==> config.mk <==
export PLATFORM = sky130hd
export DESIGN_NAME = gpp_top
export DESIGN_NICKNAME = d
export VERILOG_FILES = /design/src/gpp_pkg.sv /design/src/gpp_debounce.sv /design/src/gpp_led_blink.sv /design/src/gpp_top.sv
export SDC_FILE = /design/constraint.sdc
export NUM_CORES = 1
export LEC_CHECK = 0
export BUFFER_PORTS_ARGS = -buffer_cell sky130_fd_sc_hd__buf_2
export CAP_MARGIN = 0
export CORE_UTILIZATION = 60
export DETAILED_ROUTE_END_ITERATION = 16
export PLACE_DENSITY = 0.79
export SYNTH_ARGS = -nofsm -noshare
export SYNTH_HDL_FRONTEND = slang
export SYNTH_HIERARCHICAL = 1
export SYNTH_SLANG_ARGS = --single-unit
==> constraint.sdc <==
create_clock -name i_clock -period 2.3 [get_ports i_clock]
set_input_delay 0.345 -clock i_clock [delete_from_list [all_inputs] [get_ports i_clock]]
set_output_delay 0.345 -clock i_clock [all_outputs]
set_load 0.1 [all_outputs]
==> src/gpp_pkg.sv <==
package gpp_pkg;

	// ****************************************************************
	// register offsets
	// ****************************************************************
	localparam logic [7:0] ADDR_PIN_DIRECTION    = 8'h90;
	localparam logic [7:0] ADDR_PIN_OUTPUT_VALUE = 8'h91;
	localparam logic [7:0] ADDR_IRQ_DETECT_TYPE  = 8'h92;
	localparam logic [7:0] ADDR_PIN_IRQ_ENABLE   = 8'h94;
	localparam logic [7:0] ADDR_RISE_FLAGS       = 8'h95;
	localparam logic [7:0] ADDR_FALL_FLAGS       = 8'h96;
	localparam logic [7:0] ADDR_PIN_INPUT_LEVEL  = 8'h97;
	localparam logic [7:0] ADDR_LED_BLINK_SETUP  = 8'h98;

	// ****************************************************************
	// reset values and field layout
	// ****************************************************************
	localparam logic [3:0] RST_NIBBLE      = 4'h0;
	localparam logic [7:0] RST_BYTE        = 8'h00;
	localparam int         NUM_PINS        = 4;
	localparam int         NUM_LED_PINS    = 2;
	localparam int         LED1_MODE_BIT   = 6;
	localparam int         LED1_FLICK_LSB  = 4;
	localparam int         LED0_MODE_BIT   = 2;
	localparam int         LED0_FLICK_LSB  = 0;

	localparam logic [1:0] DETECT_LEVEL    = 2'h0;
	localparam logic [1:0] DETECT_RISE     = 2'h1;
	localparam logic [1:0] DETECT_FALL     = 2'h2;
	localparam logic [1:0] DETECT_BOTH     = 2'h3;

	localparam logic [1:0] FLICKER_OFF     = 2'h0;
	localparam logic [1:0] FLICKER_SLOW    = 2'h1;
	localparam logic [1:0] FLICKER_FAST    = 2'h2;
	localparam logic [1:0] FLICKER_ON      = 2'h3;

	// ****************************************************************
	// timing
	// ****************************************************************
	localparam int CLOCK_HZ          = 200_000_000;
	localparam int CLOCK_MHZ         = 200;
	localparam int DEBOUNCE_TIME_NS  = 1000;
	localparam int DEBOUNCE_CYCLES   = (DEBOUNCE_TIME_NS * CLOCK_MHZ + 999) / 1000;
	localparam int BLINK_SLOW_HZ     = 1;
	localparam int BLINK_FAST_HZ     = 4;
	localparam int BLINK_DUTY_DIV    = 4;
	localparam int BLINK_SLOW_CYCLES = CLOCK_HZ / BLINK_SLOW_HZ;
	localparam int BLINK_FAST_CYCLES = CLOCK_HZ / BLINK_FAST_HZ;
	localparam int BLINK_CNT_W       = 28;

endpackage : gpp_pkg

==> src/gpp_debounce.sv <==
`timescale 1ns/1ps
module gpp_debounce (
	input  wire logic       i_clock,
	input  wire logic       i_reset_n,
	input  wire logic [3:0] i_level,
	output logic      [3:0] o_level
);

	// a pin level is accepted only after it held steady for the full window
	genvar gi;
	generate
		for (gi = 0; gi < gpp_pkg::NUM_PINS; gi++) begin : g_pin
			logic [7:0] cnt_ff;
			logic       lvl_ff;
			wire        differs = i_level[gi] ^ lvl_ff;
			wire        done    = (cnt_ff == 8'(gpp_pkg::DEBOUNCE_CYCLES - 1));

			always_ff @(posedge i_clock or negedge i_reset_n) begin
				if (!i_reset_n) begin
					cnt_ff <= 8'h00;
					lvl_ff <= 1'b0;
				end else if (!differs) begin
					cnt_ff <= 8'h00;
				end else if (done) begin
					cnt_ff <= 8'h00;
					lvl_ff <= i_level[gi];
				end else begin
					cnt_ff <= cnt_ff + 8'h01;
				end
			end
			assign o_level[gi] = lvl_ff;
		end
	endgenerate

endmodule : gpp_debounce

==> src/gpp_led_blink.sv <==
`timescale 1ns/1ps
module gpp_led_blink #(
	parameter int P_SLOW_CYCLES = gpp_pkg::BLINK_SLOW_CYCLES,
	parameter int P_FAST_CYCLES = gpp_pkg::BLINK_FAST_CYCLES
) (
	input  wire logic       i_clock,
	input  wire logic       i_reset_n,
	input  wire logic       i_power_on,
	input  wire logic [1:0] i_led_mode,
	input  wire logic [3:0] i_flicker,
	output logic      [1:0] o_lit
);

	localparam int W = gpp_pkg::BLINK_CNT_W;

	logic [W-1:0] slow_ff;
	logic [W-1:0] fast_ff;

	// free-running phase counters, shared by both led pins
	always_ff @(posedge i_clock or negedge i_reset_n) begin
		if (!i_reset_n) begin
			slow_ff <= '0;
			fast_ff <= '0;
		end else begin
			slow_ff <= (slow_ff == W'(P_SLOW_CYCLES - 1)) ? '0 : slow_ff + W'(1);
			fast_ff <= (fast_ff == W'(P_FAST_CYCLES - 1)) ? '0 : fast_ff + W'(1);
		end
	end

	// quarter duty: lit during the first quarter of each period
	wire slow_on = slow_ff < W'(P_SLOW_CYCLES / gpp_pkg::BLINK_DUTY_DIV);
	wire fast_on = fast_ff < W'(P_FAST_CYCLES / gpp_pkg::BLINK_DUTY_DIV);

	genvar gi;
	generate
		for (gi = 0; gi < gpp_pkg::NUM_LED_PINS; gi++) begin : g_led
			wire [1:0] kind = i_flicker[2*gi +: 2];
			wire       flick = (kind == gpp_pkg::FLICKER_SLOW) ? slow_on :
			                   (kind == gpp_pkg::FLICKER_FAST) ? fast_on :
			                   (kind == gpp_pkg::FLICKER_ON);
			assign o_lit[gi] = i_led_mode[gi] ? flick : i_power_on;
		end
	endgenerate

endmodule : gpp_led_blink

==> src/gpp_top.sv <==
`timescale 1ns/1ps
// Summary of operation
// - direction bit 0 input, 1 output; reset input
// - direction ignored in power-on signal mode
// - output bit 0 drives low, 1 high
// - open-drain output releases instead of driving high
// - output value only matters in output direction
// - two-bit field selects level/rise/fall/both detection
// - enable bit passes pin request, zero blocks
// - rising edge sets rise flag in rise/both
// - rise flag cleared by writing 0 only
// - level mode sets rise flag; clear blocked while high
// - falling edge sets fall flag in fall/both
// - fall flag cleared by writing 0 only
// - input register returns debounced level, read only
// - led mode bit and flicker field for pins 0,1
// - flicker off, 1Hz quarter, 4Hz quarter, on
// - summary request from enabled pin requests
module gpp_top #(
	parameter int P_SLOW_CYCLES = gpp_pkg::BLINK_SLOW_CYCLES,
	parameter int P_FAST_CYCLES = gpp_pkg::BLINK_FAST_CYCLES
) (
	input  wire logic       i_clock,
	input  wire logic       i_reset_n,
	input  wire logic [7:0] i_reg_addr,
	input  wire logic       i_reg_wr,
	input  wire logic       i_reg_rd,
	input  wire logic [7:0] i_reg_wdata,
	output logic      [7:0] o_reg_rdata,
	input  wire logic [3:0] i_gpio_pin,
	output logic      [3:0] o_gpio_out,
	output logic      [3:0] o_gpio_oe,
	input  wire logic [3:0] i_open_drain,
	input  wire logic [3:0] i_power_sig_mode,
	input  wire logic [1:0] i_led_function,
	input  wire logic [1:0] i_led_mode_default,
	input  wire logic       i_power_on,
	output logic            o_port_irq_summary
);

	// ****************************************************************
	// register file
	// ****************************************************************
	logic [3:0] pin_direction_ff;
	logic [3:0] pin_output_value_ff;
	logic [7:0] irq_detect_type_ff;
	logic [3:0] pin_irq_enable_ff;
	logic [3:0] rise_request_flags_ff;
	logic [3:0] fall_request_flags_ff;
	logic [1:0] led_mode_select_ff;
	logic [3:0] led_flicker_type_ff;
	logic       strap_taken_ff;
	logic [7:0] rdata_ff;

	wire wr_dir   = i_reg_wr && (i_reg_addr == gpp_pkg::ADDR_PIN_DIRECTION);
	wire wr_out   = i_reg_wr && (i_reg_addr == gpp_pkg::ADDR_PIN_OUTPUT_VALUE);
	wire wr_det   = i_reg_wr && (i_reg_addr == gpp_pkg::ADDR_IRQ_DETECT_TYPE);
	wire wr_en    = i_reg_wr && (i_reg_addr == gpp_pkg::ADDR_PIN_IRQ_ENABLE);
	wire wr_rise  = i_reg_wr && (i_reg_addr == gpp_pkg::ADDR_RISE_FLAGS);
	wire wr_fall  = i_reg_wr && (i_reg_addr == gpp_pkg::ADDR_FALL_FLAGS);
	wire wr_led   = i_reg_wr && (i_reg_addr == gpp_pkg::ADDR_LED_BLINK_SETUP);

	// ****************************************************************
	// pin input path
	// ****************************************************************
	logic [3:0] pin_meta_ff;
	logic [3:0] pin_sync_ff;
	logic [3:0] level_db;
	logic [3:0] level_prev_ff;

	always_ff @(posedge i_clock or negedge i_reset_n) begin
		if (!i_reset_n) begin
			pin_meta_ff <= gpp_pkg::RST_NIBBLE;
			pin_sync_ff <= gpp_pkg::RST_NIBBLE;
		end else begin
			pin_meta_ff <= i_gpio_pin;
			pin_sync_ff <= pin_meta_ff;
		end
	end

	gpp_debounce u_debounce (
		.i_clock   (i_clock),
		.i_reset_n (i_reset_n),
		.i_level   (pin_sync_ff),
		.o_level   (level_db)
	);

	always_ff @(posedge i_clock or negedge i_reset_n) begin
		if (!i_reset_n) begin
			level_prev_ff <= gpp_pkg::RST_NIBBLE;
		end else begin
			level_prev_ff <= level_db;
		end
	end

	// ****************************************************************
	// request detection
	// ****************************************************************
	logic [3:0] rise_set;
	logic [3:0] fall_set;
	logic [3:0] level_req;
	logic [3:0] nxt_rise_flags;
	logic [3:0] nxt_fall_flags;

	genvar gi;
	generate
		for (gi = 0; gi < gpp_pkg::NUM_PINS; gi++) begin : g_det
			wire [1:0] detect_type_field = irq_detect_type_ff[2*gi +: 2];
			wire rose = level_db[gi] & ~level_prev_ff[gi];
			wire fell = ~level_db[gi] & level_prev_ff[gi];
			wire on_rise = (detect_type_field == gpp_pkg::DETECT_RISE) ||
			               (detect_type_field == gpp_pkg::DETECT_BOTH);
			wire on_fall = (detect_type_field == gpp_pkg::DETECT_FALL) ||
			               (detect_type_field == gpp_pkg::DETECT_BOTH);
			assign level_req[gi] = (detect_type_field == gpp_pkg::DETECT_LEVEL) &
			                       level_db[gi];
			assign rise_set[gi]  = (on_rise & rose) | level_req[gi];
			assign fall_set[gi]  = on_fall & fell;
		end
	endgenerate

	// a set in the same cycle as a clear wins, so no edge is lost
	assign nxt_rise_flags = (rise_request_flags_ff & ~(wr_rise ? ~i_reg_wdata[3:0] : 4'h0))
	                        | rise_set;
	assign nxt_fall_flags = (fall_request_flags_ff & ~(wr_fall ? ~i_reg_wdata[3:0] : 4'h0))
	                        | fall_set;

	always_ff @(posedge i_clock or negedge i_reset_n) begin
		if (!i_reset_n) begin
			rise_request_flags_ff <= gpp_pkg::RST_NIBBLE;
			fall_request_flags_ff <= gpp_pkg::RST_NIBBLE;
		end else begin
			rise_request_flags_ff <= nxt_rise_flags;
			fall_request_flags_ff <= nxt_fall_flags;
		end
	end

	// summary is the unregistered or of enabled flags, no extra latency
	assign o_port_irq_summary = |((rise_request_flags_ff | fall_request_flags_ff)
	                              & pin_irq_enable_ff);

	// ****************************************************************
	// control registers
	// ****************************************************************
	always_ff @(posedge i_clock or negedge i_reset_n) begin
		if (!i_reset_n) begin
			pin_direction_ff    <= gpp_pkg::RST_NIBBLE;
			pin_output_value_ff <= gpp_pkg::RST_NIBBLE;
			irq_detect_type_ff  <= gpp_pkg::RST_BYTE;
			pin_irq_enable_ff   <= gpp_pkg::RST_NIBBLE;
		end else begin
			if (wr_dir) pin_direction_ff <= i_reg_wdata[3:0];
			if (wr_out) pin_output_value_ff <= i_reg_wdata[3:0];
			if (wr_det) irq_detect_type_ff <= i_reg_wdata;
			if (wr_en) pin_irq_enable_ff <= i_reg_wdata[3:0];
		end
	end

	// led mode default is a strap, caught on the first edge after release
	always_ff @(posedge i_clock or negedge i_reset_n) begin
		if (!i_reset_n) begin
			strap_taken_ff      <= 1'b0;
			led_mode_select_ff  <= 2'h0;
			led_flicker_type_ff <= gpp_pkg::RST_NIBBLE;
		end else begin
			strap_taken_ff <= 1'b1;
			if (wr_led) begin
				led_mode_select_ff  <= {i_reg_wdata[gpp_pkg::LED1_MODE_BIT],
				                        i_reg_wdata[gpp_pkg::LED0_MODE_BIT]};
				led_flicker_type_ff <= {i_reg_wdata[gpp_pkg::LED1_FLICK_LSB +: 2],
				                        i_reg_wdata[gpp_pkg::LED0_FLICK_LSB +: 2]};
			end else if (!strap_taken_ff) begin
				led_mode_select_ff <= i_led_mode_default;
			end
		end
	end

	// ****************************************************************
	// register read
	// ****************************************************************
	wire [7:0] led_read = {1'b0, led_mode_select_ff[1], led_flicker_type_ff[3:2],
	                       1'b0, led_mode_select_ff[0], led_flicker_type_ff[1:0]};
	logic [7:0] rd_mux;
	always_comb begin
		if (i_reg_addr == gpp_pkg::ADDR_PIN_DIRECTION)
			rd_mux = {4'h0, pin_direction_ff};
		else if (i_reg_addr == gpp_pkg::ADDR_PIN_OUTPUT_VALUE)
			rd_mux = {4'h0, pin_output_value_ff};
		else if (i_reg_addr == gpp_pkg::ADDR_IRQ_DETECT_TYPE)
			rd_mux = irq_detect_type_ff;
		else if (i_reg_addr == gpp_pkg::ADDR_PIN_IRQ_ENABLE)
			rd_mux = {4'h0, pin_irq_enable_ff};
		else if (i_reg_addr == gpp_pkg::ADDR_RISE_FLAGS)
			rd_mux = {4'h0, rise_request_flags_ff};
		else if (i_reg_addr == gpp_pkg::ADDR_FALL_FLAGS)
			rd_mux = {4'h0, fall_request_flags_ff};
		else if (i_reg_addr == gpp_pkg::ADDR_PIN_INPUT_LEVEL)
			rd_mux = {4'h0, level_db};
		else if (i_reg_addr == gpp_pkg::ADDR_LED_BLINK_SETUP)
			rd_mux = led_read;
		else
			rd_mux = 8'h00;
	end

	always_ff @(posedge i_clock or negedge i_reset_n) begin
		if (!i_reset_n) begin
			rdata_ff <= gpp_pkg::RST_BYTE;
		end else if (i_reg_rd) begin
			rdata_ff <= rd_mux;
		end
	end
	assign o_reg_rdata = rdata_ff;

	// ****************************************************************
	// pin output path
	// ****************************************************************
	logic [1:0] led_lit;
	logic [3:0] nxt_gpio_out;
	logic [3:0] nxt_gpio_oe;
	logic [3:0] gpio_out_ff;
	logic [3:0] gpio_oe_ff;

	gpp_led_blink #(
		.P_SLOW_CYCLES (P_SLOW_CYCLES),
		.P_FAST_CYCLES (P_FAST_CYCLES)
	) u_led_blink (
		.i_clock    (i_clock),
		.i_reset_n  (i_reset_n),
		.i_power_on (i_power_on),
		.i_led_mode (led_mode_select_ff),
		.i_flicker  (led_flicker_type_ff),
		.o_lit      (led_lit)
	);

	generate
		for (gi = 0; gi < gpp_pkg::NUM_PINS; gi++) begin : g_out
			wire led_pin = (gi < gpp_pkg::NUM_LED_PINS) ? i_led_function[gi % 2] : 1'b0;
			wire lit     = (gi < gpp_pkg::NUM_LED_PINS) ? led_lit[gi % 2] : 1'b0;
			wire power_on_signal_output_mode = i_power_sig_mode[gi];
			// power-on signal mode overrides the direction bit
			wire drives  = power_on_signal_output_mode | pin_direction_ff[gi];
			wire value   = power_on_signal_output_mode ? i_power_on
			                                           : pin_output_value_ff[gi];
			// an led pin sinks current when lit and floats when dark
			assign nxt_gpio_oe[gi]  = led_pin ? lit
			                        : drives & (~value | ~i_open_drain[gi]);
			assign nxt_gpio_out[gi] = led_pin ? 1'b0 : value;
		end
	endgenerate

	always_ff @(posedge i_clock or negedge i_reset_n) begin
		if (!i_reset_n) begin
			gpio_out_ff <= gpp_pkg::RST_NIBBLE;
			gpio_oe_ff  <= gpp_pkg::RST_NIBBLE;
		end else begin
			gpio_out_ff <= nxt_gpio_out;
			gpio_oe_ff  <= nxt_gpio_oe;
		end
	end
	assign o_gpio_out = gpio_out_ff;
	assign o_gpio_oe  = gpio_oe_ff;

	generate
		for (gi = 0; gi < gpp_pkg::NUM_PINS; gi++) begin : g_chk
			wire plain = !i_power_sig_mode[gi] &&
			             !((gi < gpp_pkg::NUM_LED_PINS) && i_led_function[gi % 2]);
			wire [1:0] dt = irq_detect_type_ff[2*gi +: 2];

		end
	endgenerate
endmodule : gpp_top

==> metrics, run 1 <==
status finished, final reports clean; number of synthesis warnings 6; clock power share 44.6%; htree depth 4; pwr/cell area 702 nW/um^2; number of flops mapped to enable cells by yosys 0; Post-DP HPWL 10.7 mm; ys async rst share 100%; synth unique cells 74; Net Sw Frac 24.7%; drt pass-1 iters 5; Arr. time, crit path 2.29 ns; master of the slowest instance on the critical path or4_1; Final Max Tran Viols 0; Detail Route Antenna Nets 0; P_int 0.00455 W; Final Hold Vio Count 0; Top delay family on crit path simple AND/OR/NAND/NOR gates; via count 5,517; Starting DRT DRC Count 401; DRC Markers 0; actual slew at the worst max-slew pin 0.639 ns; CTS Root Cell clkbuf_16; peak supply drop 0.000586 V; CTS tree yes; worst r2r src u_led_blink/slow_ff[20]; Setup Viol. Count Final 0; WS Path Type register to register; Final GP Congestion 0.848; grt ovf 0; Worst Path Buf+Inv 0; r2r setup slk 0.30 ns; Psw 0.00150 W; Final Util 70.8%; Fin Hold WS 0.0286 ns; most common cell after layout, fill and taps aside dfrtp_1; Core Region 12,200 sq um; Worst Path Required 2.60 ns; combinational group share of total power 8.0%; Worst Path Max Fanout 13; synthesized flop and latch total 155; Reg-to-Reg End u_led_blink/slow_ff[16]; Num CTS Buffers 17; Critical Path Sink u_led_blink/slow_ff[16]; Die ar. 13,000 sq um; clk buf depth 2; Levels on crit path 5; f_max 0.500 GHz; Syn Area/Cell 10.9 sq um; NumNets Final 807; slew margin rel. 57.4%; Die Width 114 um; Fin Clk Skew 0.00815 ns; sequential element share of the synthesized area 51.4%; Final TNS setup 0 ns; DR vias/cell 5.86; CTS clock-pin slew for the worst setup and hold paths 0.06 ns; Setup crit start u_led_blink/slow_ff[20]; Clock Sinks 155; Final Cycle Share 86.9%; IO Pins 54; Buffers on Ports 53; Main synth FF type dfrtp_1; vias in the first global route 5,635; CP Capture Type register; Startpoint Class register; CP Cell Sequence or4_1 > nor4_2 > nand2_2 > nor2_4 > nor2_1; final WL 15.4 mm; die height 114 um; initial antenna violation count 1; post-layout min period 2.00 ns; pin count of the biggest net entering global routing 69; Post-Syn Nets 742; area grow syn2layout 14.0%; Overall Global Routing Usage 26.2%; Post-Syn Instances 695; Largest stage delay, worst path 0.56 ns; P_leak 3.81 nW; fraction of power consumed by sequential logic 47.4%; RSZ-0062 raised after global routing false; first-pass GRT wire length 26.5 mm; layout cell share with drive strength beyond 1 20.4%; DR WL/cell 16.4 um; Hold Path Class primary input to register; Mapped Area 7550 sq um; later-pin clock latency in the skew report 0.42 ns; Max Cap Viol 0; FF-to-FF path depth 5; most frequent cells in the layout 155 x dfrtp_1, 78 x nor2_1, 53 x nand3_1, 52 x buf_2, 45 x nand2_1; Starting Density 62.1%; cell row count 40
-- per-layer routing --
layer / global-route usage [%] / routed length (um)
met1: 33.7 / 6650
met2: 42.6 / 7550
met3: 7.25 / 955
met4: 9.61 / 285
met5: 0 / 0
-- worst min-delay path by stage --
stage	to	from	cells after the start	slack, ns
2_1_floorplan	fall_request_flags_ff[0]	i_reset_n	0	0.05
3_3_place_gp	pin_sync_ff[1]	pin_meta_ff[1]	0	0.33
3_5_place_dp	pin_sync_ff[2]	pin_meta_ff[2]	0	0.34
4_1_cts	pin_meta_ff[3]	i_gpio_pin[3]	1	0.01
5_1_grt	pin_meta_ff[2]	i_gpio_pin[2]	1	0.01
6_report	pin_meta_ff[3]	i_gpio_pin[3]	1	0.03
-- cell type report --
class / count / area [sq um]
clock inverter: 11 / 123
sequential: 155 / 3880
timing repair buffer: 64 / 382
fill: 882 / 3550
antenna: 3 / 7.51
multi-input combinational: 505 / 3500
tap: 168 / 210
inverter: 17 / 63.8
clock buffer: 19 / 443
-- metrics by stage --
stage	cells	area (sq um)	total power, W	setup WS [ns]
after CTS	939	8600	0.00609	0.307
final	942	8610	0.00605	0.302
after global placement	908	8030	0.00338	0.379
after floorplan	695	7550	0.00321	0.497
after global routing	939	8600	0.00626	0.195
after detailed placement	908	8030	0.00339	0.311
-- logic make-up after synthesis --
group	count (synthesis)	synth area share (%)
compound gates	88	7.79
xor+xnor	65	7.54
fa+ha+maj	10	1.66
buf+inv	35	2.25
flops	155	51.4
mux	47	7.29
other cells	1	0.0497
simple gates	294	22.0
-- state kept, by name (all words and copies together), names as in the netlist --
name / count
u_led_blink/slow_ff: 28
rise_request_flags_ff: 4
fall_request_flags_ff: 4
led_mode_select_ff: 2
pin_direction_ff: 4
o_reg_rdata: 8
led_flicker_type_ff: 4
pin_output_value_ff: 4
pin_meta_ff: 4
o_gpio_oe: 4
u_debounce/g_pin.lvl_ff: 4
strap_taken_ff: 1
level_prev_ff: 4
pin_sync_ff: 4
irq_detect_type_ff: 8
o_gpio_out: 4
u_debounce/g_pin.cnt_ff: 32
u_led_blink/fast_ff: 28
pin_irq_enable_ff: 4
-- cells in the mapped netlist, types with 3 or more instances --
master / number / area [sq um]
nand2b_1: 3 / 18.8
nand3b_1: 8 / 60.1
a31oi_1: 3 / 18.8
and3_1: 4 / 25.0
mux4_2: 3 / 67.6
nand4b_1: 5 / 43.8
nand3_1: 53 / 265
nand4_1: 20 / 125
nor2b_1: 8 / 50.1
nor4_4: 3 / 63.8
a21oi_1: 27 / 135
o211ai_1: 3 / 22.5
and2_1: 7 / 43.8
clkbuf_1: 3 / 11.3
buf_2: 6 / 30.0
nor2_1: 78 / 293
mux2_2: 33 / 372
ha_1: 10 / 125
nand4_2: 3 / 37.5
inv_1: 17 / 63.8
mux2i_1: 10 / 100
xor2_1: 36 / 315
a22oi_1: 4 / 30.0
xnor2_1: 29 / 254
or3_1: 11 / 68.8
nand2_1: 45 / 169
buf_4: 5 / 37.5
nor3_1: 10 / 50.1
o41ai_4: 3 / 82.6
nor4_1: 8 / 50.1
a211oi_1: 3 / 22.5
o21ai_0: 30 / 150
dfrtp_1: 155 / 3880
-- what timing repair did --
item,CTS,global route
gates resized for setup,0,0
hold buffers,1,0
buffers inserted,0,0
endpoints found under the hold margin,64,0
-- power by group through the flow --
stage	Sequential (W)	Clock [W]	Combinational, W
global placement	0.00291	0	0.000469
detailed placement	0.00291	0	0.000480
global route	0.00287	0.00286	0.000526
CTS	0.00287	0.00274	0.000486
finish	0.00287	0.00270	0.000482
floorplan	0.00303	0	0.000185
No activity file was read; power rests on OpenSTA's default activity.
==> run 2: changes to the inputs <==
SYNTH_HIERARCHICAL = not set   (was 1)
==> metrics, run 2 <==
P_leak 3.93 nW; pwr/cell area 764 nW/um^2; final WL 15.7 mm; PnR Total Power 0.00648 W; Resize count post-CTS 0; Num CTS Buffers 17; CTS Root Cell clkbuf_16; sequential element share of the synthesized area 52.8%; pin count of the biggest net entering global routing 55; Psw 0.00146 W; Post-Syn Instances 690; later-pin clock latency in the skew report 0.42 ns; Syn Area/Cell 10.6 sq um; Biggest register u_debounce.g_pin.cnt_ff; RSZ-0062 raised after global routing false; Main synth FF type dfrtp_1; fraction of power consumed by sequential logic 44.0%; Net Sw Frac 22.6%; Final Cycle Share 82.3%; Worst Path Max Fanout 4; postcts setup bufs 0; grt ovf 0; peak supply drop 0.000450 V; Die Width 113 um; Fin Clk Skew 0.00709 ns; startpoint of the worst hold path i_gpio_pin[2]; f_max 0.528 GHz; Final GP Congestion 0.942; Largest stage delay, worst path 0.41 ns; DR WL/cell 17.2 um; post-layout min period 1.89 ns; Buffers on Ports 53; CTS tree yes; Final Util 70.9%; dpl cells 880; number of synthesis warnings 0; area grow syn2layout 15.6%; Mapped Area 7340 sq um; Final Hold Vio Count 0; most common cell in the netlist dfrtp_1; Max Cap Viol 0; Startpoint Class register; Synth top cells by count 155 x dfrtp_1, 93 x nor2_1, 50 x nand2_1; ys async rst share 100%; Starting DRT DRC Count 421; Overall Global Routing Usage 27.0%; Core Region 12,000 sq um; WS Path Type register to register; CP Cell Sequence nor3_1 > nand2_1 > a311oi_1 > o311ai_1 > a2111oi_2; Detail Route Antenna Nets 0; FF-to-FF path depth 5; IO Pins 54; Final Max Tran Viols 0; synth unique cells 57; Clock Sinks 155; number of flops mapped to enable cells by yosys 0; Top Registers u_debounce.g_pin.cnt_ff (32), u_led_blink.fast_ff (28), u_led_blink.slow_ff (28); status finished, final reports clean; drt pass-1 iters 7; cell row count 40; combinational group share of total power 7.1%; actual slew at the worst max-slew pin 0.524 ns; layout cell share with drive strength beyond 1 19.5%; P_int 0.00502 W; CTS clock-pin slew for the worst setup and hold paths 0.06 ns; Placed Area 7800 sq um; Synth top area share 52.8%; fin cells 913; worst r2r src u_led_blink.slow_ff[10]; initial antenna violation count 0; first-pass GRT wire length 26.7 mm; Starting Density 61.4%; NumNets Final 796; CP Capture Type register; Setup crit start u_led_blink.slow_ff[10]; Worst Path Required 2.62 ns; die height 113 um; hold path cells 1; master of the slowest instance on the critical path dfrtp_1; Arr. time, crit path 2.21 ns; clock power share 48.9%; fin area 8490 sq um; synthesized flop and latch total 155; Setup Viol. Count Final 0; vias in the first global route 5,531; Post-Syn Nets 733; Area contributors post-synth dfrtp_1 53%, nor2_1 4.8%, mux2_2 4.8%, xnor2_1 4.7%, xor2_1 4.3%; Die ar. 12,700 sq um; most frequent cells in the layout 155 x dfrtp_1, 93 x nor2_1, 52 x buf_2, 50 x nand2_1, 47 x nand3_1; Reg-to-Reg End o_gpio_oe[0]; Hold Path End pin_meta_ff[2]; Hold Path Class primary input to register; r2r setup slk 0.41 ns; most common cell after layout, fill and taps aside dfrtp_1; most area-hungry cell type in the Yosys netlist dfrtp_1; htree depth 4; antenna cells 0; clk buf depth 2; Post-DP HPWL 10.8 mm; Final TNS setup 0 ns; via count 5,483; Largest register FFs 32; slew margin rel. 64.5%; DRC Markers 0; DR vias/cell 6.01
run 2: changes by cell type after synthesis, sizes merged, moves of 6 or more:
cell,before,now
a21oi,28,8
and3,5,17
nor2,81,93
or3,11,0
xnor2,29,39
nand3b,8,0
and2,8,2
and4,2,8
nor3,12,18
run 2: cell families (layout without fill, tap and decap cells):
| group | after synthesis | after routing | synth area share [%] |
|---|---|---|---|
| other | 1 | 1 | 0.0511 |
| multiplexers | 44 | 44 | 6.53 |
| XOR/XNOR | 75 | 75 | 8.95 |
| AO/OA/AOI/OAI | 78 | 78 | 6.95 |
| adder cells (fa/ha/maj) | 6 | 6 | 1.02 |
| buffers and inverters | 40 | 116 | 2.37 |
| flip-flops | 155 | 155 | 52.8 |
| AND/OR/NAND/NOR | 291 | 291 | 21.3 |
run 2: worst max path at each step:
| stage | to | slack (ns) | depth (start not counted) |
|---|---|---|---|
| final | o_gpio_oe[0] | 0.41 | 5 |
| after global routing | o_gpio_oe[0] | 0.27 | 5 |
| after CTS | o_gpio_oe[0] | 0.44 | 5 |
| after detailed placement | u_led_blink.fast_ff[26] | 0.46 | 6 |
| after global placement | u_led_blink.fast_ff[13] | 0.56 | 7 |
| after floorplan | o_port_irq_summary | 0.52 | 2 |
run 2: final cells by class:
| cell class | instances | area [sq um] |
|---|---|---|
| fill | 866 | 3480 |
| clock inverter | 11 | 214 |
| sequential | 155 | 3880 |
| tap | 147 | 184 |
| inverter | 19 | 71.3 |
| clock buffer | 21 | 460 |
| multi-input combinational | 495 | 3290 |
| timing repair buffer | 65 | 389 |
run 2: per-stage QoR:
step / setup WS [ns] / hold slack [ns]
5_1_grt: 0.268 / 0.0185
4_1_cts: 0.444 / 0.0150
6_report: 0.406 / 0.0269
3_5_place_dp: 0.462 / 0.338
3_3_place_gp: 0.559 / 0.324
2_1_floorplan: 0.521 / 0.0494
run 2: timing repair:
item | CTS | global route
setup endpoints to repair | 0 | 0
hold endpoints to repair | 51 | 0
hold buffers | 1 | 0
run 2: per-layer routing:
metal  share of wire, %  up-vias  GRT usage [%]
li1                   -     2553              -
met1                 42     2714           33.7
met2                 51      178           45.6
met3                4.7       38           5.35
met4                2.4        0           12.4
met5                  0        -              0
run 2: worst max-delay path: cells and delay by family (launching register included):
kind             cells  cell delay [ns]
flip-flops           1             0.41
AO/OA/AOI/OAI        3             1.00
AND/OR/NAND/NOR      2             0.38
run 2: power groups by stage:
stage / sequential [W] / combinational, W / clock (W)
after floorplan: 0.00300 / 0.000177 / 0
after global placement: 0.00290 / 0.000447 / 0
after detailed placement: 0.00290 / 0.000459 / 0
after CTS: 0.00285 / 0.000463 / 0.00321
after global routing: 0.00286 / 0.000501 / 0.00331
final: 0.00286 / 0.000459 / 0.00317
